File: src/gamma_i2c_pkg.sv
package gamma_i2c_pkg;

    localparam logic [5:0] DEV_ADDR_BASE  = 6'h3A;
    localparam logic [7:0] LAST_REG_PTR   = 8'h2E;
    localparam logic [7:0] PARK_PTR       = 8'hFF;
    localparam logic [7:0] DUMMY_BYTE     = 8'hFF;
    localparam int         PTR_LSB        = 0;
    localparam int         PTR_MSB        = 5;
    localparam int         MEMOP_LSB      = 6;
    localparam int         MEMOP_MSB      = 7;
    localparam logic [1:0] MEMOP_NONE     = 2'h0;
    localparam logic [1:0] MEMOP_LOAD_ONE = 2'h1;
    localparam logic [1:0] MEMOP_LOAD_ALL = 2'h2;
    localparam int         NV_SEL_BIT     = 7;
    localparam int         WORD_END_HI    = 15;
    localparam int         WORD_END_LO    = 14;

    typedef enum logic [2:0] {
        ST_IDLE  = 3'b000,
        ST_ADDR  = 3'b001,
        ST_ACK   = 3'b010,
        ST_RX    = 3'b011,
        ST_TX    = 3'b100,
        ST_MACK  = 3'b101,
        ST_SKIP  = 3'b110
    } slave_state_e;

    typedef struct packed {
        logic       valid;
        logic [7:0] ptr;
        logic [15:0] data;
    } word_wr_s;

    typedef struct packed {
        logic       valid;
        logic       all;
        logic [5:0] ptr;
    } memop_req_s;

endpackage

File: src/gamma_ref_i2c_slave_port.sv
`timescale 1ns/10ps
module gamma_ref_i2c_slave_port
    import gamma_i2c_pkg::*;
(
    input  wire logic        core_clk_i,
    input  wire logic        nrst_i,
    input  wire logic        scl_i,
    input  wire logic        sda_i,
    output logic             sda_o,
    output logic             sda_oe_o,
    input  wire logic        addr_strap_pin_i,
    input  wire logic        store_busy_i,
    input  wire logic [15:0] reg_rdata_i,
    output logic [5:0]       reg_raddr_o,
    output word_wr_s         word_wr_o,
    output logic             nv_commit_o,
    output logic             nv_abort_o,
    output memop_req_s       memop_o
);
    logic [1:0]   scl_sync_ff, sda_sync_ff, strap_sync_ff;
    logic         scl_d_ff, sda_d_ff;
    slave_state_e state_ff;
    logic [7:0]   shift_ff;
    logic [3:0]   bitcnt_ff;
    logic         rd_ff, byte_sel_ff, first_ff, nack_ff, nv_pend_ff;
    logic [7:0]   ptr_ff;
    logic [7:0]   hi_ff;
    logic [7:0]   tx_ff;
    logic         sda_oe_ff;
    word_wr_s     word_wr_ff;
    memop_req_s   memop_ff;
    logic         nv_commit_ff, nv_abort_ff;

    logic scl, sda, scl_rise, scl_fall, start_c, stop_c;
    logic [6:0] my_addr;
    logic [7:0] rx_byte;
    logic [15:0] word_c;
    logic       ptr_valid;

    assign scl      = scl_sync_ff[1];
    assign sda      = sda_sync_ff[1];
    assign scl_rise = scl & ~scl_d_ff;
    assign scl_fall = ~scl & scl_d_ff;
    assign start_c  = scl & scl_d_ff & sda_d_ff & ~sda;
    assign stop_c   = scl & scl_d_ff & ~sda_d_ff & sda;
    assign my_addr  = {DEV_ADDR_BASE, strap_sync_ff[1]};
    assign rx_byte  = {shift_ff[6:0], sda};
    assign word_c   = {hi_ff, rx_byte};
    assign ptr_valid = (ptr_ff <= LAST_REG_PTR);

    always_ff @(posedge core_clk_i or negedge nrst_i) begin
        if (!nrst_i) begin
            scl_sync_ff <= 2'h3;
            sda_sync_ff <= 2'h3;
            strap_sync_ff <= 2'h0;
            scl_d_ff    <= 1'b1;
            sda_d_ff    <= 1'b1;
        end else begin
            scl_sync_ff <= {scl_sync_ff[0], scl_i};
            sda_sync_ff <= {sda_sync_ff[0], sda_i};
            strap_sync_ff <= {strap_sync_ff[0], addr_strap_pin_i};
            scl_d_ff    <= scl;
            sda_d_ff    <= sda;
        end
    end

    // protocol engine; bits sampled on rising SCL, SDA changes on falling SCL
    always_ff @(posedge core_clk_i or negedge nrst_i) begin
        if (!nrst_i) begin
            state_ff     <= ST_IDLE;
            shift_ff     <= 8'h00;
            bitcnt_ff    <= 4'h0;
            rd_ff        <= 1'b0;
            byte_sel_ff  <= 1'b0;
            first_ff     <= 1'b0;
            nack_ff      <= 1'b0;
            nv_pend_ff   <= 1'b0;
            ptr_ff       <= 8'h00;
            hi_ff        <= 8'h00;
            tx_ff        <= 8'h00;
            sda_oe_ff    <= 1'b0;
            word_wr_ff   <= '0;
            memop_ff     <= '0;
            nv_commit_ff <= 1'b0;
            nv_abort_ff  <= 1'b0;
        end else begin
            word_wr_ff.valid <= 1'b0;
            memop_ff.valid   <= 1'b0;
            nv_commit_ff     <= 1'b0;
            nv_abort_ff      <= 1'b0;
            if (start_c) begin
                state_ff  <= ST_ADDR;
                bitcnt_ff <= 4'h0;
                sda_oe_ff <= 1'b0;
            end else if (stop_c) begin
                state_ff  <= ST_IDLE;
                sda_oe_ff <= 1'b0;
                if (nv_pend_ff) begin
                    nv_abort_ff <= 1'b1;
                end
                nv_pend_ff <= 1'b0;       // pointer kept
            end else if (scl_rise) begin
                case (state_ff)
                    ST_ADDR, ST_RX: begin
                        shift_ff  <= rx_byte;
                        bitcnt_ff <= bitcnt_ff + 4'h1;
                        if (bitcnt_ff == 4'h7) begin
                            // ack slot opens on the following SCL fall
                            nack_ff  <= 1'b1;
                            if (state_ff == ST_ADDR) begin
                                if (rx_byte[7:1] == my_addr && !store_busy_i) begin
                                    nack_ff     <= 1'b0;
                                    rd_ff       <= rx_byte[0];
                                    first_ff    <= ~rx_byte[0];
                                    byte_sel_ff <= 1'b0;
                                end
                            end else if (first_ff) begin
                                nack_ff  <= 1'b0;
                                first_ff <= 1'b0;
                                if (rx_byte[MEMOP_MSB:MEMOP_LSB] == MEMOP_LOAD_ALL ||
                                    rx_byte[MEMOP_MSB:MEMOP_LSB] == MEMOP_LOAD_ONE) begin
                                    memop_ff.valid <= 1'b1;
                                    memop_ff.all   <= rx_byte[MEMOP_MSB];
                                    memop_ff.ptr   <= rx_byte[PTR_MSB:PTR_LSB];
                                end
                                ptr_ff <= {2'h0, rx_byte[PTR_MSB:PTR_LSB]};
                            end else if (!byte_sel_ff) begin
                                hi_ff       <= rx_byte;
                                byte_sel_ff <= 1'b1;
                                nack_ff     <= 1'b0;
                            end else begin
                                byte_sel_ff      <= 1'b0;
                                word_wr_ff.valid <= ptr_valid;
                                word_wr_ff.ptr   <= ptr_ff;
                                word_wr_ff.data  <= word_c;
                                if (hi_ff[NV_SEL_BIT]) begin
                                    nv_pend_ff <= 1'b1;
                                end
                                // end word of a nonvolatile burst: commit and nack
                                if (!word_c[WORD_END_HI] && word_c[WORD_END_LO]) begin
                                    nack_ff      <= 1'b1;
                                    nv_commit_ff <= 1'b1;
                                    nv_pend_ff   <= 1'b0;
                                end else begin
                                    nack_ff <= 1'b0;
                                end
                                ptr_ff <= (ptr_ff >= LAST_REG_PTR) ? PARK_PTR
                                                                    : ptr_ff + 8'h01;
                            end
                        end
                    end
                    ST_TX: begin
                        bitcnt_ff <= bitcnt_ff + 4'h1;
                    end
                    ST_MACK: begin
                        if (sda) begin
                            state_ff <= ST_SKIP;  // master nack ends read
                        end
                    end
                    default: ;
                endcase
            end else if (scl_fall) begin
                case (state_ff)
                    ST_ACK: begin
                        if (nack_ff) begin
                            state_ff <= ST_SKIP;
                        end else if (rd_ff) begin
                            state_ff  <= ST_TX;
                            bitcnt_ff <= 4'h0;
                        end else begin
                            state_ff  <= ST_RX;
                            bitcnt_ff <= 4'h0;
                        end
                        sda_oe_ff <= 1'b0;
                        if (!nack_ff && rd_ff) begin
                            tx_ff <= !ptr_valid ? DUMMY_BYTE
                                   : (byte_sel_ff ? reg_rdata_i[7:0] : reg_rdata_i[15:8]);
                            sda_oe_ff <= !ptr_valid ? 1'b0
                                   : ~(byte_sel_ff ? reg_rdata_i[7] : reg_rdata_i[15]);
                        end
                    end
                    ST_RX, ST_ADDR: begin
                        if (bitcnt_ff == 4'h8) begin
                            state_ff  <= ST_ACK;
                            sda_oe_ff <= ~nack_ff;
                        end
                    end
                    ST_TX: begin
                        if (bitcnt_ff == 4'h8) begin
                            state_ff    <= ST_MACK;
                            sda_oe_ff   <= 1'b0;
                            byte_sel_ff <= ~byte_sel_ff;
                            if (byte_sel_ff && ptr_ff != PARK_PTR) begin
                                ptr_ff <= ptr_ff + 8'h01;
                            end
                        end else begin
                            tx_ff     <= {tx_ff[6:0], 1'b1};
                            sda_oe_ff <= ~tx_ff[6];
                        end
                    end
                    ST_MACK: begin
                        state_ff  <= ST_TX;
                        tx_ff <= !ptr_valid ? DUMMY_BYTE
                               : (byte_sel_ff ? reg_rdata_i[7:0] : reg_rdata_i[15:8]);
                        sda_oe_ff <= !ptr_valid ? 1'b0
                               : ~(byte_sel_ff ? reg_rdata_i[7] : reg_rdata_i[15]);
                        bitcnt_ff <= 4'h0;
                    end
                    default: ;
                endcase
            end
        end
    end

    always_ff @(posedge core_clk_i or negedge nrst_i) begin
        if (!nrst_i) begin
            reg_raddr_o <= 6'h00;
        end else begin
            reg_raddr_o <= ptr_ff[5:0];
        end
    end

    assign sda_o       = 1'b0;
    assign sda_oe_o    = sda_oe_ff;
    assign word_wr_o   = word_wr_ff;
    assign nv_commit_o = nv_commit_ff;
    assign nv_abort_o  = nv_abort_ff;
    assign memop_o     = memop_ff;

    a_ack_hold: assert property (@(posedge core_clk_i) disable iff (!nrst_i)
        (state_ff == ST_ACK && !nack_ff && !rd_ff) |-> sda_oe_o || !scl_d_ff)
        else $error("ack not driven during ninth clock");
    a_busy_nack: assert property (@(posedge core_clk_i) disable iff (!nrst_i)
        (scl_rise && state_ff == ST_ADDR && bitcnt_ff == 4'h7 && store_busy_i) |=> nack_ff)
        else $error("address acked while store busy");
    a_ptr_park: assert property (@(posedge core_clk_i) disable iff (!nrst_i)
        (word_wr_o.valid && word_wr_o.ptr == LAST_REG_PTR) |-> ptr_ff == PARK_PTR)
        else $error("pointer did not park after last register");
    a_dummy_ones: assert property (@(posedge core_clk_i) disable iff (!nrst_i)
        (state_ff == ST_TX && !ptr_valid) |-> !sda_oe_o)
        else $error("dummy register not all ones");
    a_end_commit: assert property (@(posedge core_clk_i) disable iff (!nrst_i)
        nv_commit_o |-> !nv_pend_ff ##1 !nv_commit_o)
        else $error("commit not single pulse");
    a_stop_keep: assert property (@(posedge core_clk_i) disable iff (!nrst_i)
        stop_c |=> ptr_ff == $past(ptr_ff))
        else $error("pointer lost at stop");
    a_addr_match: assert property (@(posedge core_clk_i) disable iff (!nrst_i)
        (scl_rise && state_ff == ST_ADDR && bitcnt_ff == 4'h7
         && rx_byte[7:1] != my_addr) |=> nack_ff)
        else $error("foreign address acknowledged");
    a_ptr_step: assert property (@(posedge core_clk_i) disable iff (!nrst_i)
        (word_wr_o.valid && word_wr_o.ptr < LAST_REG_PTR) |-> ptr_ff == word_wr_o.ptr + 8'h01)
        else $error("pointer did not step after word");
endmodule

File: config.mk
export PLATFORM = sky130hd
export DESIGN_NAME = gamma_ref_i2c_slave_port
export DESIGN_NICKNAME = d
export VERILOG_FILES = /design/src/gamma_i2c_pkg.sv /design/src/gamma_ref_i2c_slave_port.sv
export SDC_FILE = /design/constraint.sdc
export NUM_CORES = 1
export LEC_CHECK = 0
export ABC_CLOCK_PERIOD_IN_PS = 3930
export BUFFER_PORTS_ARGS = -buffer_cell sky130_fd_sc_hd__buf_2
export CAP_MARGIN = 30
export CORE_UTILIZATION = 50
export DETAILED_ROUTE_END_ITERATION = 12
export HOLD_SLACK_MARGIN = 0.05
export PLACE_DENSITY_LB_ADDON = 0.2
export SYNTH_ARGS = -nofsm -noshare
export SYNTH_HDL_FRONTEND = slang
export SYNTH_SLANG_ARGS = --single-unit
File: constraint.sdc
create_clock -name core_clk_i -period 3.93 [get_ports core_clk_i]
set_clock_uncertainty 0.15 [all_clocks]
set_input_delay 0.1965 -clock core_clk_i [delete_from_list [all_inputs] [get_ports core_clk_i]]
set_output_delay 0.1965 -clock core_clk_i [all_outputs]
set_load 0.005 [all_outputs]
# Word level (Yosys, flattened, before mapping)
# Index checks and enable logic that the tools add are counted.
totals:
  regBits: 92
  wordCells: 215
  output_inout_bits: 43
op_classes:
  n_reduce_logical: 39
  n_addsub: 2
  n_eq_ne: 31
  mux: 95
  order_cmp: 2
  n_bitwise: 20
op_table:
  columns: ["op", "count"]
  rows:
  - ["two-way mux 25 bit", 8]
  - ["two-way mux 8 bit", 19]
  - ["two-way mux 1 bit", 44]
  - ["AND reduction 8 bit", 4]
  - ["two-way mux 3 bit", 10]
  - ["two-way mux 7 bit", 4]
  - ["two-way mux 4 bit", 6]
  - ["case mux 7 bit (3 select lines)", 1]
  - ["nonzero test 2 bit", 8]
  - ["AND reduction 7 bit", 2]
  - ["NOT 1 bit", 13]
  - ["case mux 3 bit (4 select lines)", 1]
  - ["AND reduction 6 bit", 2]
  - ["nonzero test 3 bit", 4]
  - ["inequality test 2 bit, second input constant", 5]
  - ["inequality test 5 bit, second input constant", 2]
  - ["AND reduction 10 bit", 1]
  - ["AND reduction 5 bit", 2]
  - ["inequality test 3 x 2 -> 1 bit, second input constant", 3]
  - ["AND reduction 9 bit", 1]
  - ["adder 8 x 1 -> 8 bit, second input constant", 1]
  - ["greater-or-equal comparator 8 x 6 -> 1 bit, second input constant", 1]
  - ["<= comparator 8 x 6 -> 1 bit, second input constant", 1]
  - ["inequality test 2 x 1 -> 1 bit, second input constant", 4]
  - ["other kinds (26)", 42]

# Depth between registers and ports, before layout
depth:
  depth_word: 11
  depth_mapped: 9
  depth_no_buf: 6

# Worst setup path after synthesis
# No wires, ideal clock.
synth_timing:
  kind: "reg2reg"
  from: "reg scl_sync_ff[1]"
  to: "reg state_ff[0]"
  n_path_buf: 0
  stages_incl_launch_ff: 7
  arrival_time_ps: 1985
  required_ps: 3652
  setup_slack_ps: 1667
  cell_sequence: "dfstp_2 > inv_1 > ha_1 > or4bb_1 > o311ai_2 > a21oi_1 > mux2_1"
synth_via:
  elab_chain_cells: 5
synth_rtl:
  columns: ["element", "line_no", "text"]
  rows:
  - ["start, declared", "gamma_ref_i2c_slave_port.sv:20", "logic [1:0] scl_sync_ff, sda_sync_ff, strap_sync_ff;"]
  - ["start signal, assigned", "gamma_ref_i2c_slave_port.sv:59", "scl_sync_ff <= {scl_sync_ff[0], scl_i};"]
  - ["AND 1 bit", "gamma_ref_i2c_slave_port.sv:44, gamma_ref_i2c_slave_port.sv:45", null]
  - ["AND 1 bit (on tied branches) (2 in a row)", "gamma_ref_i2c_slave_port.sv:44, gamma_ref_i2c_slave_port.sv:45", null]
  - ["inequality test 5 bit (no source line), or another cell as far along", null, null]
  - ["AND reduction 6 bit (no source line) or two-way mux 3 bit (tied branches)", null, null]
  - ["end signal, assigned", "gamma_ref_i2c_slave_port.sv:70", "state_ff <= ST_IDLE;"]
  - ["end signal, assigned", "gamma_ref_i2c_slave_port.sv:92", "state_ff <= ST_ADDR;"]
  - ["end signal, assigned", "gamma_ref_i2c_slave_port.sv:96", "state_ff <= ST_IDLE;"]
  - ["end, declared", "gamma_ref_i2c_slave_port.sv:22", "slave_state_e state_ff;"]
# Several ways; a longest one is shown, not always the timed one.
# A chain may end at the register's enable or synchronous reset.

# Final worst setup path
layout_timing:
  from: "reg scl_sync_ff[1]"
  to: "reg shift_ff[2]"
layout_via:
  elab_chain_cells: 5
layout_rtl:
  columns: ["element", "line_no", "text"]
  rows:
  - ["AND 1 bit", "gamma_ref_i2c_slave_port.sv:44, gamma_ref_i2c_slave_port.sv:45", null]
  - ["AND 1 bit (on tied branches) (2 in a row)", "gamma_ref_i2c_slave_port.sv:45, gamma_ref_i2c_slave_port.sv:44", null]
  - ["NOT 1 bit (no source line)", null, null]
  - ["AND reduction 4 bit (no source line) *", null, null]
  - ["end signal, assigned", "gamma_ref_i2c_slave_port.sv:105", "shift_ff <= rx_byte;"]
  - ["end, declared", "gamma_ref_i2c_slave_port.sv:23", "logic [7:0] shift_ff;"]
# Every way passes the cells marked *; elsewhere a longest branch is shown, timed or not.

==> results.json <==
{
  "status": "completed",
  "arrival_ps": 3170,
  "final_util": 0.590,
  "rsz0062_at_grt": "no",
  "dieArea_mm2": 0.00975,
  "clock-sinks": 92,
  "final_cell_mix": "86 x dfrtp_1, 62 x buf_2, 54 x mux2_2, 17 x nor2_1, 17 x inv_1",
  "clk_path_buf_depth": 2,
  "layout.nets": 469,
  "hold_start": "reg_rdata_i[11]",
  "syn_avg_cell_area_um2": 12.2,
  "wl_met2_um": 4240,
  "max_freq_mhz": 325,
  "grt_max_degree": 77,
  "power.leakage_nw": 2.57,
  "synth_edf_count": 0,
  "gp_congestion": 0.868,
  "yosysUniqueCellTypes": 83,
  "drt_iter0_drc": 208,
  "root_buffer": "clkbuf_8",
  "core_mm2": 0.00889,
  "hold_violations": 0,
  "postCtsSetupBuffers": 0,
  "syn_to_final_growth_pct": 12.1,
  "synth-async-reset-ratio": 1.00,
  "ant_nets": 0,
  "wl_per_cell_um": 16.8,
  "port_buffers": 63,
  "ys_ff_latch": 92,
  "antenna_found_initial": 0,
  "synth_seq_area_share": 0.494,
  "fp.dieW_um": 98.7,
  "synth_top_area_frac": 0.460,
  "placed_cells": 530,
  "synth_warnings": 0,
  "drc": 0,
  "peakVddDrop_mv": 0.258,
  "path_clk_slew_ps": 90,
  "via_per_inst": 5.98,
  "final.setup.tns_ps": 0,
  "antenna_cells": 0,
  "topRoutingLayerUsed": "met4",
  "grt_pass1_vias": 3045,
  "wl_um": 9320,
  "cp.required_ps": 4020,
  "die_h_um": 98.7,
  "drt-met1-wl_um": 4350,
  "worst_slack_ps": 853,
  "worstSetupStartpointType": "flop",
  "pre_cts_ws_ps": 933,
  "grtUsageTotal": 0.203,
  "synthTopCellsByArea": "dfrtp_1 46%, mux2_2 13%, dfstp_2 3.4%",
  "p_per_area_mw_per_mm2": 467,
  "vias": 3307,
  "synth_fp_nets": 411,
  "grt_pass1_wl_um": 15500,
  "overflow": 0,
  "drv_slew": 0,
  "start_util": 0.526,
  "finalSetupViolations": 0,
  "synth_cells": 382,
  "slew_headroom": 0.446,
  "synthesis.area_mm2": 0.00468,
  "drive_above_1_share": 0.373,
  "htreeDepth": 3,
  "crit_path_start": "scl_sync_ff[1]$_DFF_PN1_",
  "first_pass_iters": 4,
  "cts_tree": "yes",
  "hold_ws_ps": 131,
  "worstMarginPinSlew_ps": 831,
  "worstPathMaxFanout": 23,
  "hold_class": "in2reg",
  "yosys.area.top_type": "dfrtp_1",
  "hpwl_um": 6360,
  "post-route-period-util": 0.783,
  "cts_buffers": 9,
  "rows": 34,
  "ioPinCount": 65,
  "min_period_ps": 3080,
  "end_kind": "flop",
  "wl_met3_um": 512,
  "stdcell_count": 553,
  "final_common_cell": "dfrtp_1",
  "ys.flop_type": "dfrtp_1",
  "crit_type": "reg2reg",
  "maxCapViolCount": 0,
  "clk_latency_ps": 360,
  "crit-reg2reg-launch": "scl_sync_ff[1]$_DFF_PN1_"
}
## cells by family (layout without fill, tap and decap cells)
kind of cell,count (synthesis),count (layout),synth area share
flops,92,92,0.494
simple gates,91,91,0.131
compound gates,81,81,0.145
mux,66,66,0.156
buf+inv,42,105,0.0513
fa+ha+maj,7,7,0.0187
xor+xnor,2,2,0.00374
other cells,1,1,0.000801
## per-layer routing
layer | vias to the layer above | global-route usage
met5 | - | 0
met2 | 113 | 0.289
met3 | 21 | 0.0496
met1 | 1631 | 0.297
met4 | 0 | 0.0804
li1 | 1542 | -
## area by class of cell
class,count,area [um^2]
fillers,757,3640
flip-flops and latches,92,2310
multi-input cells,248,2130
repair buffers,71,413
well taps,108,135
clock buffers,11,131
inverters,18,67.6
clock inverters,5,60.1
## where the power goes
part           total, mW  internal (mW)  switching [mW]
combinational      0.579          0.284           0.296
sequential          1.25           1.06           0.192
clock              0.622          0.297           0.325
## path summary, 6_finish.rpt
path | end | slack (ps) | depth (start not counted)
max in group asynchronous | sda_sync_ff[1]$_DFF_PN1_ | 2750 | 4
setup / recovery | shift_ff[2]$_DFFE_PN0P_ | 850 | 4
min in group asynchronous | reg_raddr_o[3]$_DFF_PN0_ | 240 | 3
setup reg to reg | shift_ff[2]$_DFFE_PN0P_ | 850 | 4
hold reg to reg | strap_sync_ff[1]$_DFF_PN0_ | 210 | 0
hold / removal | tx_ff[3]$_DFFE_PN0P_ | 130 | 4
## worst max-delay path, cell delays in order (launching register included)
cell      delay [ps]
dfstp_2          560
ha_1             710
clkinv_1         530
nor3_2           610
mux2_2           400
## synth_stat cells, drive strengths merged, types with 4 or more instances
cell and number:
nand2 10, nor3b 5, o21ai 12, a21oi 14, ha 7, mux2 55
clkbuf 5, buf 19, a211oi 5, mux2i 11, inv 17, nor4 5
nor2 17, nand3 10, a221oi 6, o211ai 4, nor3 7, dfstp 6
nand4 5, dfrtp 86
## flip-flops by register name, summed over array words and instances, names as in the netlist, 2 cells and up
register	cells
shift_ff	7
strap_sync_ff	2
word_wr_o	25
bitcnt_ff	4
ptr_ff	8
memop_o	8
state_ff	3
sda_sync_ff	2
tx_ff	7
reg_raddr_o	6
scl_sync_ff	2
hi_ff	8
## stage by stage
stage,power [mW],instance area (um^2)
after floorplan,1.70,4680
after global placement,1.82,4970
after detailed placement,1.83,4970
after CTS,2.47,5220
after global routing,2.60,5250
final,2.45,5250
## repair_timing
action / 4_1_cts / 5_1_grt
resized for setup: 0 / 0
endpoints found under the hold margin: 76 / 0
endpoints found under the setup margin: 0 / 0
hold buffers: 6 / 0
(Power assumes the default switching activity.)
